## src/logic/iprio_pkg.sv

```systemverilog
// package for the interrupt priority register bank
// assumes a 32-bit apb slave on a single 40 MHz clock
// Notes on behaviour
// - 3-bit rw field per source, 111 is seven
// - 001 is level one, linear to seven
// - 000 disables the source entirely
// - unassigned bits ignore writes, read zero
// - reset loads every field with 100
// - first register: dma1, adc, uart1 tx
// - second register: change, comparator, i2c1 pair
// - sixth register: can pair, spi2 pair
// - can fields inert without can controller
// - seventh register: only dma3 at 2-0
// - levels 8-15 are traps, never assignable
package iprio_pkg;
  localparam int  IPRIO_NREG       = 7;           // registers in the bank
  localparam int  IPRIO_NSRC       = 23;          // priority fields in total
  localparam int  IPRIO_FW         = 3;           // field width
  localparam int  IPRIO_AW         = 12;          // decoded address bits
  localparam logic [IPRIO_AW-1:0] IPRIO_BASE = 12'h000; // first register byte address, word stride
  localparam logic [2:0]  IPRIO_RESET_LVL = 3'h4; // reset level of every field
  localparam logic [2:0]  IPRIO_OFF       = 3'h0; // disabled code
  localparam logic [3:0]  IPRIO_TRAP_MIN  = 4'h8; // first trap level
  // implemented-bit masks per register
  localparam logic [15:0] IPRIO_MASK [IPRIO_NREG] = '{
    16'h0777, 16'h7777, 16'h7707, 16'h7777, 16'h7777, 16'h7777, 16'h0007};
  // lsb position of each field and its register
  localparam int IPRIO_SRC_REG [IPRIO_NSRC] = '{
    0,0,0, 1,1,1,1, 2,2,2, 3,3,3,3, 4,4,4,4, 5,5,5,5, 6};
  localparam int IPRIO_SRC_LSB [IPRIO_NSRC] = '{
    8,4,0, 12,8,4,0, 12,8,0, 12,8,4,0, 12,8,4,0, 12,8,4,0, 0};
  // source indices of the can fields
  localparam int IPRIO_CAN_EV = 18;
  localparam int IPRIO_CAN_RX = 19;
endpackage

```

## src/logic/iprio_field_if.sv

```systemverilog
// interface carrying the field values to the level mapper
// assumes same clock as the register bank
`timescale 1ns/10ps
interface iprio_field_if;
  logic [2:0] field  [23];  // raw field values
  logic [3:0] level  [23];  // effective levels, 0 when disabled
  modport bank   (output field, input level);
  modport mapper (input field, output level);
endinterface

```

## src/logic/iprio_level_map.sv

```systemverilog
// maps raw priority fields to effective arbitration levels
// assumes can_present is a static strap from the same clock domain
`timescale 1ns/10ps
module iprio_level_map
  import iprio_pkg::*;
(
  iprio_field_if.mapper fld,
  input  wire logic     can_present_in
);
  ////////////////////////////////////////////////////////////
  // per source level, one generate loop
  genvar g;
  generate
    for (g = 0; g < IPRIO_NSRC; g++) begin : g_src
      logic inert;  // can field on a variant without can
      assign inert = ((g == IPRIO_CAN_EV) || (g == IPRIO_CAN_RX)) && !can_present_in;
      // 000 disables, 001..111 linear 1..7, never a trap level
      assign fld.level[g] = (inert || fld.field[g] == IPRIO_OFF) ? 4'h0 : {1'b0, fld.field[g]};
    end
  endgenerate
endmodule

```

## src/logic/iprio_regs.sv

```systemverilog
// apb register bank of interrupt priority fields
// assumes an apb master on core_clk_in, 32-bit data
`timescale 1ns/10ps
module iprio_regs
  import iprio_pkg::*;
(
  input  wire logic                core_clk_in,
  input  wire logic                rst_b_in,
  input  wire logic                clk_en_in,
  input  wire logic                can_present_in,
  input  wire logic                psel_in,
  input  wire logic                penable_in,
  input  wire logic                pwrite_in,
  input  wire logic [IPRIO_AW-1:0] paddr_in,
  input  wire logic [31:0]         pwdata_in,
  input  wire logic [3:0]          pstrb_in,
  output logic      [31:0]         prdata_out,
  output logic                     pready_out,
  output logic                     pslverr_out,
  output logic      [3:0]          src_level_out [IPRIO_NSRC]
);
  ////////////////////////////////////////////////////////////
  // storage
  logic [15:0] reg_ff [IPRIO_NREG];  // priority registers
  logic [31:0] prdata_ff;            // registered read data
  logic        pslverr_ff;           // registered error
  logic [3:0]  level_ff [IPRIO_NSRC];// registered levels
  logic        hit;                  // address inside the bank
  logic [2:0]  idx;                  // register index
  logic        access;               // access phase
  iprio_field_if fld ();

  assign access = psel_in && penable_in;
  assign idx    = paddr_in[4:2];
  assign hit    = (paddr_in[IPRIO_AW-1:5] == IPRIO_BASE[IPRIO_AW-1:5]) && (paddr_in[1:0] == 2'h0)
                  && (idx < 3'(IPRIO_NREG));
  assign pready_out  = 1'b1;  // zero wait states
  assign prdata_out  = prdata_ff;
  assign pslverr_out = pslverr_ff;

  ////////////////////////////////////////////////////////////
  // register writes, masked to implemented bits
  always_ff @(posedge core_clk_in) begin
    if (!rst_b_in) begin
      for (int r = 0; r < IPRIO_NREG; r++) begin
        // every field starts at level four
        reg_ff[r] <= {4{1'b0, IPRIO_RESET_LVL}} & IPRIO_MASK[r];
      end
    end else if (clk_en_in && access && pwrite_in && hit) begin
      for (int r = 0; r < IPRIO_NREG; r++) begin
        if (idx == 3'(r)) begin
          // byte lanes 0 and 1 only; upper lanes have no storage
          if (pstrb_in[0]) reg_ff[r][7:0]  <= pwdata_in[7:0]  & IPRIO_MASK[r][7:0];
          if (pstrb_in[1]) reg_ff[r][15:8] <= pwdata_in[15:8] & IPRIO_MASK[r][15:8];
        end
      end
    end
  end

  ////////////////////////////////////////////////////////////
  // read data and error, registered in the setup cycle
  always_ff @(posedge core_clk_in) begin
    if (!rst_b_in) begin
      prdata_ff  <= 32'h0000_0000;
      pslverr_ff <= 1'b0;
    end else if (clk_en_in) begin
      if (psel_in && !penable_in) begin
        // unused bits and upper half read zero
        prdata_ff  <= (hit && !pwrite_in) ? {16'h0000, reg_ff[idx] & IPRIO_MASK[idx]} : 32'h0000_0000;
        pslverr_ff <= !hit;
      end
    end
  end

  ////////////////////////////////////////////////////////////
  // field extraction in the documented layouts
  genvar g;
  generate
    for (g = 0; g < IPRIO_NSRC; g++) begin : g_fld
      assign fld.field[g] = reg_ff[IPRIO_SRC_REG[g]][IPRIO_SRC_LSB[g] +: IPRIO_FW];
    end
  endgenerate

  iprio_level_map u_map (
    .fld            (fld),
    .can_present_in (can_present_in)
  );

  ////////////////////////////////////////////////////////////
  // registered levels toward the arbiter
  always_ff @(posedge core_clk_in) begin
    if (!rst_b_in) begin
      for (int s = 0; s < IPRIO_NSRC; s++) level_ff[s] <= 4'h0;
    end else if (clk_en_in) begin
      for (int s = 0; s < IPRIO_NSRC; s++) level_ff[s] <= fld.level[s];
    end
  end
  assign src_level_out = level_ff;

  ////////////////////////////////////////////////////////////
  // checks
  a_reserved_zero: assert property (@(posedge core_clk_in) disable iff (!rst_b_in)
    (reg_ff[6] & ~IPRIO_MASK[6]) == 16'h0000 && (reg_ff[0] & ~IPRIO_MASK[0]) == 16'h0000)
    else $error("unused bits hold ones");
  a_reset_four: assert property (@(posedge core_clk_in)
    !rst_b_in ##1 rst_b_in |-> reg_ff[1] == 16'h4444 && reg_ff[6] == 16'h0004)
    else $error("reset value wrong");
  a_disable_zero: assert property (@(posedge core_clk_in) disable iff (!rst_b_in)
    clk_en_in && fld.field[0] == IPRIO_OFF |=> level_ff[0] == 4'h0)
    else $error("disabled source has level");
  a_linear_map: assert property (@(posedge core_clk_in) disable iff (!rst_b_in)
    clk_en_in && fld.field[3] != IPRIO_OFF |=> level_ff[3] == {1'b0, $past(fld.field[3])})
    else $error("level mismatch");
  a_no_trap: assert property (@(posedge core_clk_in) disable iff (!rst_b_in)
    level_ff[5] < IPRIO_TRAP_MIN && level_ff[22] < IPRIO_TRAP_MIN)
    else $error("trap level assigned");
  a_can_inert: assert property (@(posedge core_clk_in) disable iff (!rst_b_in)
    clk_en_in && !can_present_in |=> level_ff[IPRIO_CAN_EV] == 4'h0)
    else $error("can field active without can");
  a_write_lands: assert property (@(posedge core_clk_in) disable iff (!rst_b_in)
    clk_en_in && access && pwrite_in && hit && idx == 3'h3 && pstrb_in == 4'hF
    |=> reg_ff[3] == ($past(pwdata_in[15:0]) & IPRIO_MASK[3]))
    else $error("write lost");
  a_dma3_field: assert property (@(posedge core_clk_in) disable iff (!rst_b_in)
    fld.field[22] == reg_ff[6][2:0])
    else $error("dma3 field misplaced");
  a_read_back: assert property (@(posedge core_clk_in) disable iff (!rst_b_in)
    clk_en_in && psel_in && !penable_in && !pwrite_in && hit && idx == 3'h0
    |=> prdata_ff[31:11] == 21'h0 && prdata_ff[7] == 1'b0)
    else $error("readback unused bits set");
  c_write: cover property (@(posedge core_clk_in) access && pwrite_in && hit);
  c_read:  cover property (@(posedge core_clk_in) access && !pwrite_in && hit);
  c_err:   cover property (@(posedge core_clk_in) access && !hit);
  c_off:   cover property (@(posedge core_clk_in) level_ff[0] == 4'h0);
endmodule

```

## config.mk

```make
export PLATFORM = sky130hd
export DESIGN_NAME = iprio_regs
export DESIGN_NICKNAME = d
export VERILOG_FILES = /design/src/logic/iprio_pkg.sv /design/src/logic/iprio_field_if.sv /design/src/logic/iprio_level_map.sv /design/src/logic/iprio_regs.sv
export SDC_FILE = /design/constraint.sdc
export NUM_CORES = 1
export LEC_CHECK = 0
export CAP_MARGIN = 20
export CELL_PAD_IN_SITES_DETAIL_PLACEMENT = 0
export CELL_PAD_IN_SITES_GLOBAL_PLACEMENT = 2
export CORE_MARGIN = 1.5
export CORE_UTILIZATION = 32
export CTS_CLUSTER_DIAMETER = 150
export DETAILED_ROUTE_END_ITERATION = 6
export DONT_BUFFER_PORTS = 1
export GPL_TIMING_DRIVEN = 0
export PLACE_DENSITY = 0.73
export REMOVE_ABC_BUFFERS = 1
export SETUP_SLACK_MARGIN = 0.5
export SLEW_MARGIN = 10
export SYNTH_ARGS = -nofsm -noshare
export SYNTH_HDL_FRONTEND = slang
export SYNTH_SLANG_ARGS = --single-unit
```

## constraint.sdc

```tcl
create_clock -name core_clk_in -period 4.71 [get_ports core_clk_in]
set_input_delay 1.1775 -clock core_clk_in [delete_from_list [all_inputs] [get_ports core_clk_in]]
set_output_delay 1.1775 -clock core_clk_in [all_outputs]
set_load 0.05 [all_outputs]
```

* After elaboration in Yosys (flattened, before gate mapping)
Memories as Yosys holds them, arrays and structs flattened.
Index checks and enable logic that the tools add are counted.
** Cells by class
- $lt $le $gt $ge :: 2
- Reductions and logical operators :: 41
- Equality and inequality tests :: 6
- Mux-type cells :: 99
- Bitwise logic cells :: 16
** Operators by type and width (number)
- two-way mux 6 bit :: 14
- logical NOT 3 bit :: 24
- two-way mux 3 bit :: 23
- two-way mux 1 bit :: 59
- two-way mux 16 bit :: 3
- bitwise AND 16 bit :: 1
- OR 1 bit :: 14
- == test 3 bit, second input constant :: 3
- logical AND 1 bit :: 8
- logical NOT 7 bit :: 1
- == test 3 x 2 -> 1 bit, second input constant :: 2
- >= comparator 4 bit, second input constant :: 1
- logical NOT 1 bit :: 4
- NOT 3 -> 4 bit :: 1
- == test 3 x 1 -> 1 bit, second input constant :: 1
- less-than comparator 3 bit, second input constant :: 1
- logical NOT 2 bit :: 1
- logical OR 1 bit :: 2
- AND reduction 2 bit :: 1
** Word-level totals
- Bits in read-only memories :: 128
- Input bits :: 55
- RAM bits :: 84
- Memories :: 2
- Flip-flop bits (word level) :: 125
** Memories
- (no name shown) :: words 8, bits a word 16, read ports 1, clocked after memory_dff 0, wr ports 0, RTL line iprio_regs.sv:69 : prdata_ff <= (hit && !pwrite_in) ? {16'h0000, reg_ff[idx] & IPRIO_MASK[idx]} : 32'h0000_0000;
- reg_ff :: words 7, bits a word 12, read ports 8, clocked after memory_dff 0, wr ports 7, RTL line iprio_regs.sv:24 : logic [15:0] reg_ff [IPRIO_NREG];

* Longest topological paths before layout
- Depth in word-level cells :: 8
- Mapped depth :: 6
- Gate-level depth less buffers :: 4

* By module
From an unflattened synthesis, not the netlist that was laid out.
** Unflattened totals
- Cell total of the unflattened synthesis :: 741
- Area total of the unflattened synthesis :: 7618.6 um^2
** By module, submodules not included
- iprio_regs :: seq. area each 4174.0 um^2, cells each 648, area an instance 7168.1 um^2, instances 1
- iprio_level_map :: seq. area each 0.0 um^2, cells each 93, area an instance 450.4 um^2, instances 1

* Worst setup path before layout
No wires, ideal clock.
- Kind :: input to register
- Start :: in paddr_in[6]
- End :: mem reg_ff[4][10] in the netlist's numbering, enable pin
- Path slack :: 1.622 ns
- Library setup time :: 0.377 ns
- Arrival time :: 2.711 ns
- Cell stages on the path :: 6
- Data required time :: 4.333 ns
- Path through :: nor4_2 -> nand3_2 -> buf_6 -> or3_1 -> buf_2 -> o21ai_0
** RTL lines
- start: declaration :: RTL line iprio_regs.sv:14 : input wire logic [IPRIO_AW-1:0] paddr_in,
- end: declaration :: RTL line iprio_regs.sv:24

==> run_results.csv <==
group,metric,value,unit
status,status,"finished, final reports clean",
placement,portBuffers,0,
cts,clockRootBuffer,"clkbuf_16",
cts,cts_buffer_depth,2,
sta,fin_tns_setup,0,ns
layout,post-route-cell-area,7188,µm²
placement,dp_hpwl,11550,µm
critical_path,r2r-start,"reg_ff[5][0]$_SDFFCE_PN0P_",
critical_path,slowest_delay,0.75,ns
pwr,powerDensity,424.8,nW/µm²
floorplanning,rows,52,
sta,skew,0.004180,ns
synthesis,synth_top_family_by_area,"simple AND/OR/NAND/NOR gates",
sta,finalCritPeriodShare,66.24,%
route,wirelength,16080,µm
pwr,peakVddDrop,241.1,µV
synthesis,ys_ff_latch,151,
sta,rsz0062_at_grt,"no",
cts,cts_sinks,151,
placement,gp_congestion,0.7905,
sta,finalCriticalPeriod,3.120,ns
global_routing,grt_pass1_wl,24440,µm
synthesis,ys_types,42,
floorplanning,core_area,20300,µm²
critical_path,cp-startpoint,"paddr_in[3]",
route,routed.top_layer,"met4",
layout,fillCellCount,2089,
route,wl_met2,8120,µm
synthesis,async_reset_ff_share,0,%
layout,final_cell_mix,"dfxtp_1 (82), mux2i_1 (79), nor2b_1 (78)",
sta,worstMarginPinSlew,1.031,ns
synthesis,synthAdderAreaFrac,0,%
synthesis,synth_xor_area_share,0,%
cts,clkLatencyLatePin,0.43,ns
synthesis,ys_seq_area_share,55.84,%
worst_hold_path,min_path_type,"flop to flop",
cts,cts_tree,"done",
cts,h-tree-depth,4,
route,wl_per_cell,18.49,µm
worst_hold_path,worst_hold_startpoint,"reg_ff[0][8]$_SDFFCE_PN1P_",
critical_path,startpoint_type,"primary input",
critical_path,crit_path_top_delay_cell,"o21ai_0",
synthesis,syn-cell-area,6650,µm²
sta,hold_violations,0,
floorplanning,initial_core_util,32.76,%
route,vias_per_cell,4.677,
route,drt_iter0_markers,189,
global_routing,grt_pass1_vias,4220,
route,num_vias,4069,
layout,diodes,0,
pwr,p_total,0.003053,W
synthesis,synthFlopType,"dfxtp_1",
critical_path,endpoint_kind,"flop",
floorplanning,die_area,21660,µm²
global_routing,grt_max_degree,99,
critical_path,cp_top_family,"simple AND/OR/NAND/NOR gates",
global_routing,track_usage,15.12,%
synthesis,synth_cells,607,
critical_path,path_buf_inv,0,
route,drt-met1-wl,6446,µm
route,antenna_left,0,
cts,cts_hold_buffers,0,
synthesis,synthSimpleGateAreaFrac,17.63,%
cts,cts_resized,0,
global_routing,overflow,0,
synthesis,synth_edf_count,69,
cts,numCtsBuffers,17,
pwr,p_leak,2.660,nW
synthesis,synth_compound_area_share,4.516,%
cts,clkTransAtPathRegs,0.06,ns
layout,final_common_cell,"dfxtp_1",
layout,drive_above_1_share,8.500,%
layout,nets,642,
synthesis,syn_area_per_cell,10.96,µm²
route,dr.pass1.iters,4,
critical_path,crit_required,4.76,ns
sta,slew_viol_final,0,
global_routing,antenna_found_initial,0,
placement,dpl_worst_slack,1.191,ns
sta,max_freq,320.5,MHz
route,met3WireLength,1221,µm
sta,relSlewSlack,30.71,%
critical_path,worstPathMaxFanout,17,
run,cap_violations,0,
critical_path,cp_cell_sequence,"nand2b_1, or3_1, o21ai_0",
layout,syn_to_final_growth,8.090,%
critical_path,path_class,"primary input to flop",
synthesis,yosysWarningCount,0,
floorplanning,ios,181,
critical_path,cp.arrival,3.17,ns
synthesis,synthMuxAreaShare,14.26,%
sta,setup_viol,0,
sta,layout_setup_ws,1.590,ns
cts,cts_setup_buffers,0,
placement,placed_cell_area,6653,µm²
route,drc_errors,0,
floorplanning,fp.dieW,147.2,µm
floorplanning,die_h,147.2,µm
==> synthesized netlist by cell type (2+ instances only) <==
library cell  instances  area share (%)
a21oi_1              10            0.75
a221oi_1              2            0.26
a31oi_1               3            0.28
and2_1                3            0.28
buf_2                11            0.83
buf_4                44             5.0
clkbuf_1             23             1.3
clkbuf_2              2            0.15
conb_1                2            0.11
dfxtp_1              82              25
edfxtp_1             69              31
inv_1                 4            0.23
mux2_2               14             2.4
mux2i_1              79              12
nand2_1              48             2.7
nand2b_1              8            0.75
nand3_1              10            0.75
nor2_1               55             3.1
nor2b_1              78             7.3
nor3_1                5            0.38
nor4_1                2            0.19
o21ai_0              12            0.90
o21ai_1               2            0.15
o22ai_1              13             1.2
o31ai_1               5            0.56
or3_1                 2            0.19
or4_1                 3            0.34
or4_4                 2            0.34
==> registers in the layout, indices dropped and copies added, names as in the netlist <==
name           flops
prdata_out        12
src_level_out     69
pslverr_out        1
reg_ff            69
==> final timing paths <==
check / slack [ns] / cells past startpoint / endpoint
max reg2reg: 3.48 / 3 / prdata_out[0]$_SDFFE_PN0P_
max: 1.59 / 3 / reg_ff[5][10]$_SDFFCE_PN0P_
min: 0.54 / 2 / src_level_out[90]$_SDFFE_PN0P_
min reg2reg: 0.54 / 2 / src_level_out[90]$_SDFFE_PN0P_
==> per-stage QoR <==
step | cells | util (%) | hold WS (ns)
after CTS | 870 | 35.41 | 0.5379
after detailed placement | 838 | 32.77 | 0.5240
after global routing | 870 | 35.41 | 0.5718
after global placement | 838 | 32.77 | 0.5255
after floorplan | 568 | - | 0.4951
final | 870 | 35.41 | 0.5379
==> worst reg2reg max path: stages, from the launching register on <==
cell	delay, ns
edfxtp_1	0.42
mux2_2	0.30
o22ai_1	0.27
o31ai_1	0.12
==> kinds of logic after synthesis <==
family,count (synthesis)
DFF,151
muxes,93
other,2
AOI/OAI and AO/OA,50
buffers and inverters,85
and+or+nand+nor,226
==> metal layers <==
metal,vias up,track usage (%)
met1,1957,17.03
met3,20,6.335
li1,1972,-
met5,-,0
met4,0,4.900
met2,120,25.85
==> report_power, final <==
part,internal [W],total [W],switching [W],leakage (nW)
combinational,0.0000725,0.000223,0.000150,1.06
clock,0.000696,0.00123,0.000534,0.258
sequential,0.00144,0.00160,0.000165,1.34
total,0.00220,0.00305,0.000849,2.66
==> area by class of cell <==
type / count / area [µm²] / share of cell area (%)
Inverter: 4 / 15.01 / 0.2089
Clock buffer: 20 / 456.7 / 6.353
Clock inverter: 12 / 78.83 / 1.097
Sequential cell: 151 / 3714 / 51.66
Tap cell: 270 / 337.8 / 4.700
Multi-Input combinational cell: 413 / 2586 / 35.98
(Power assumes the default switching activity.)
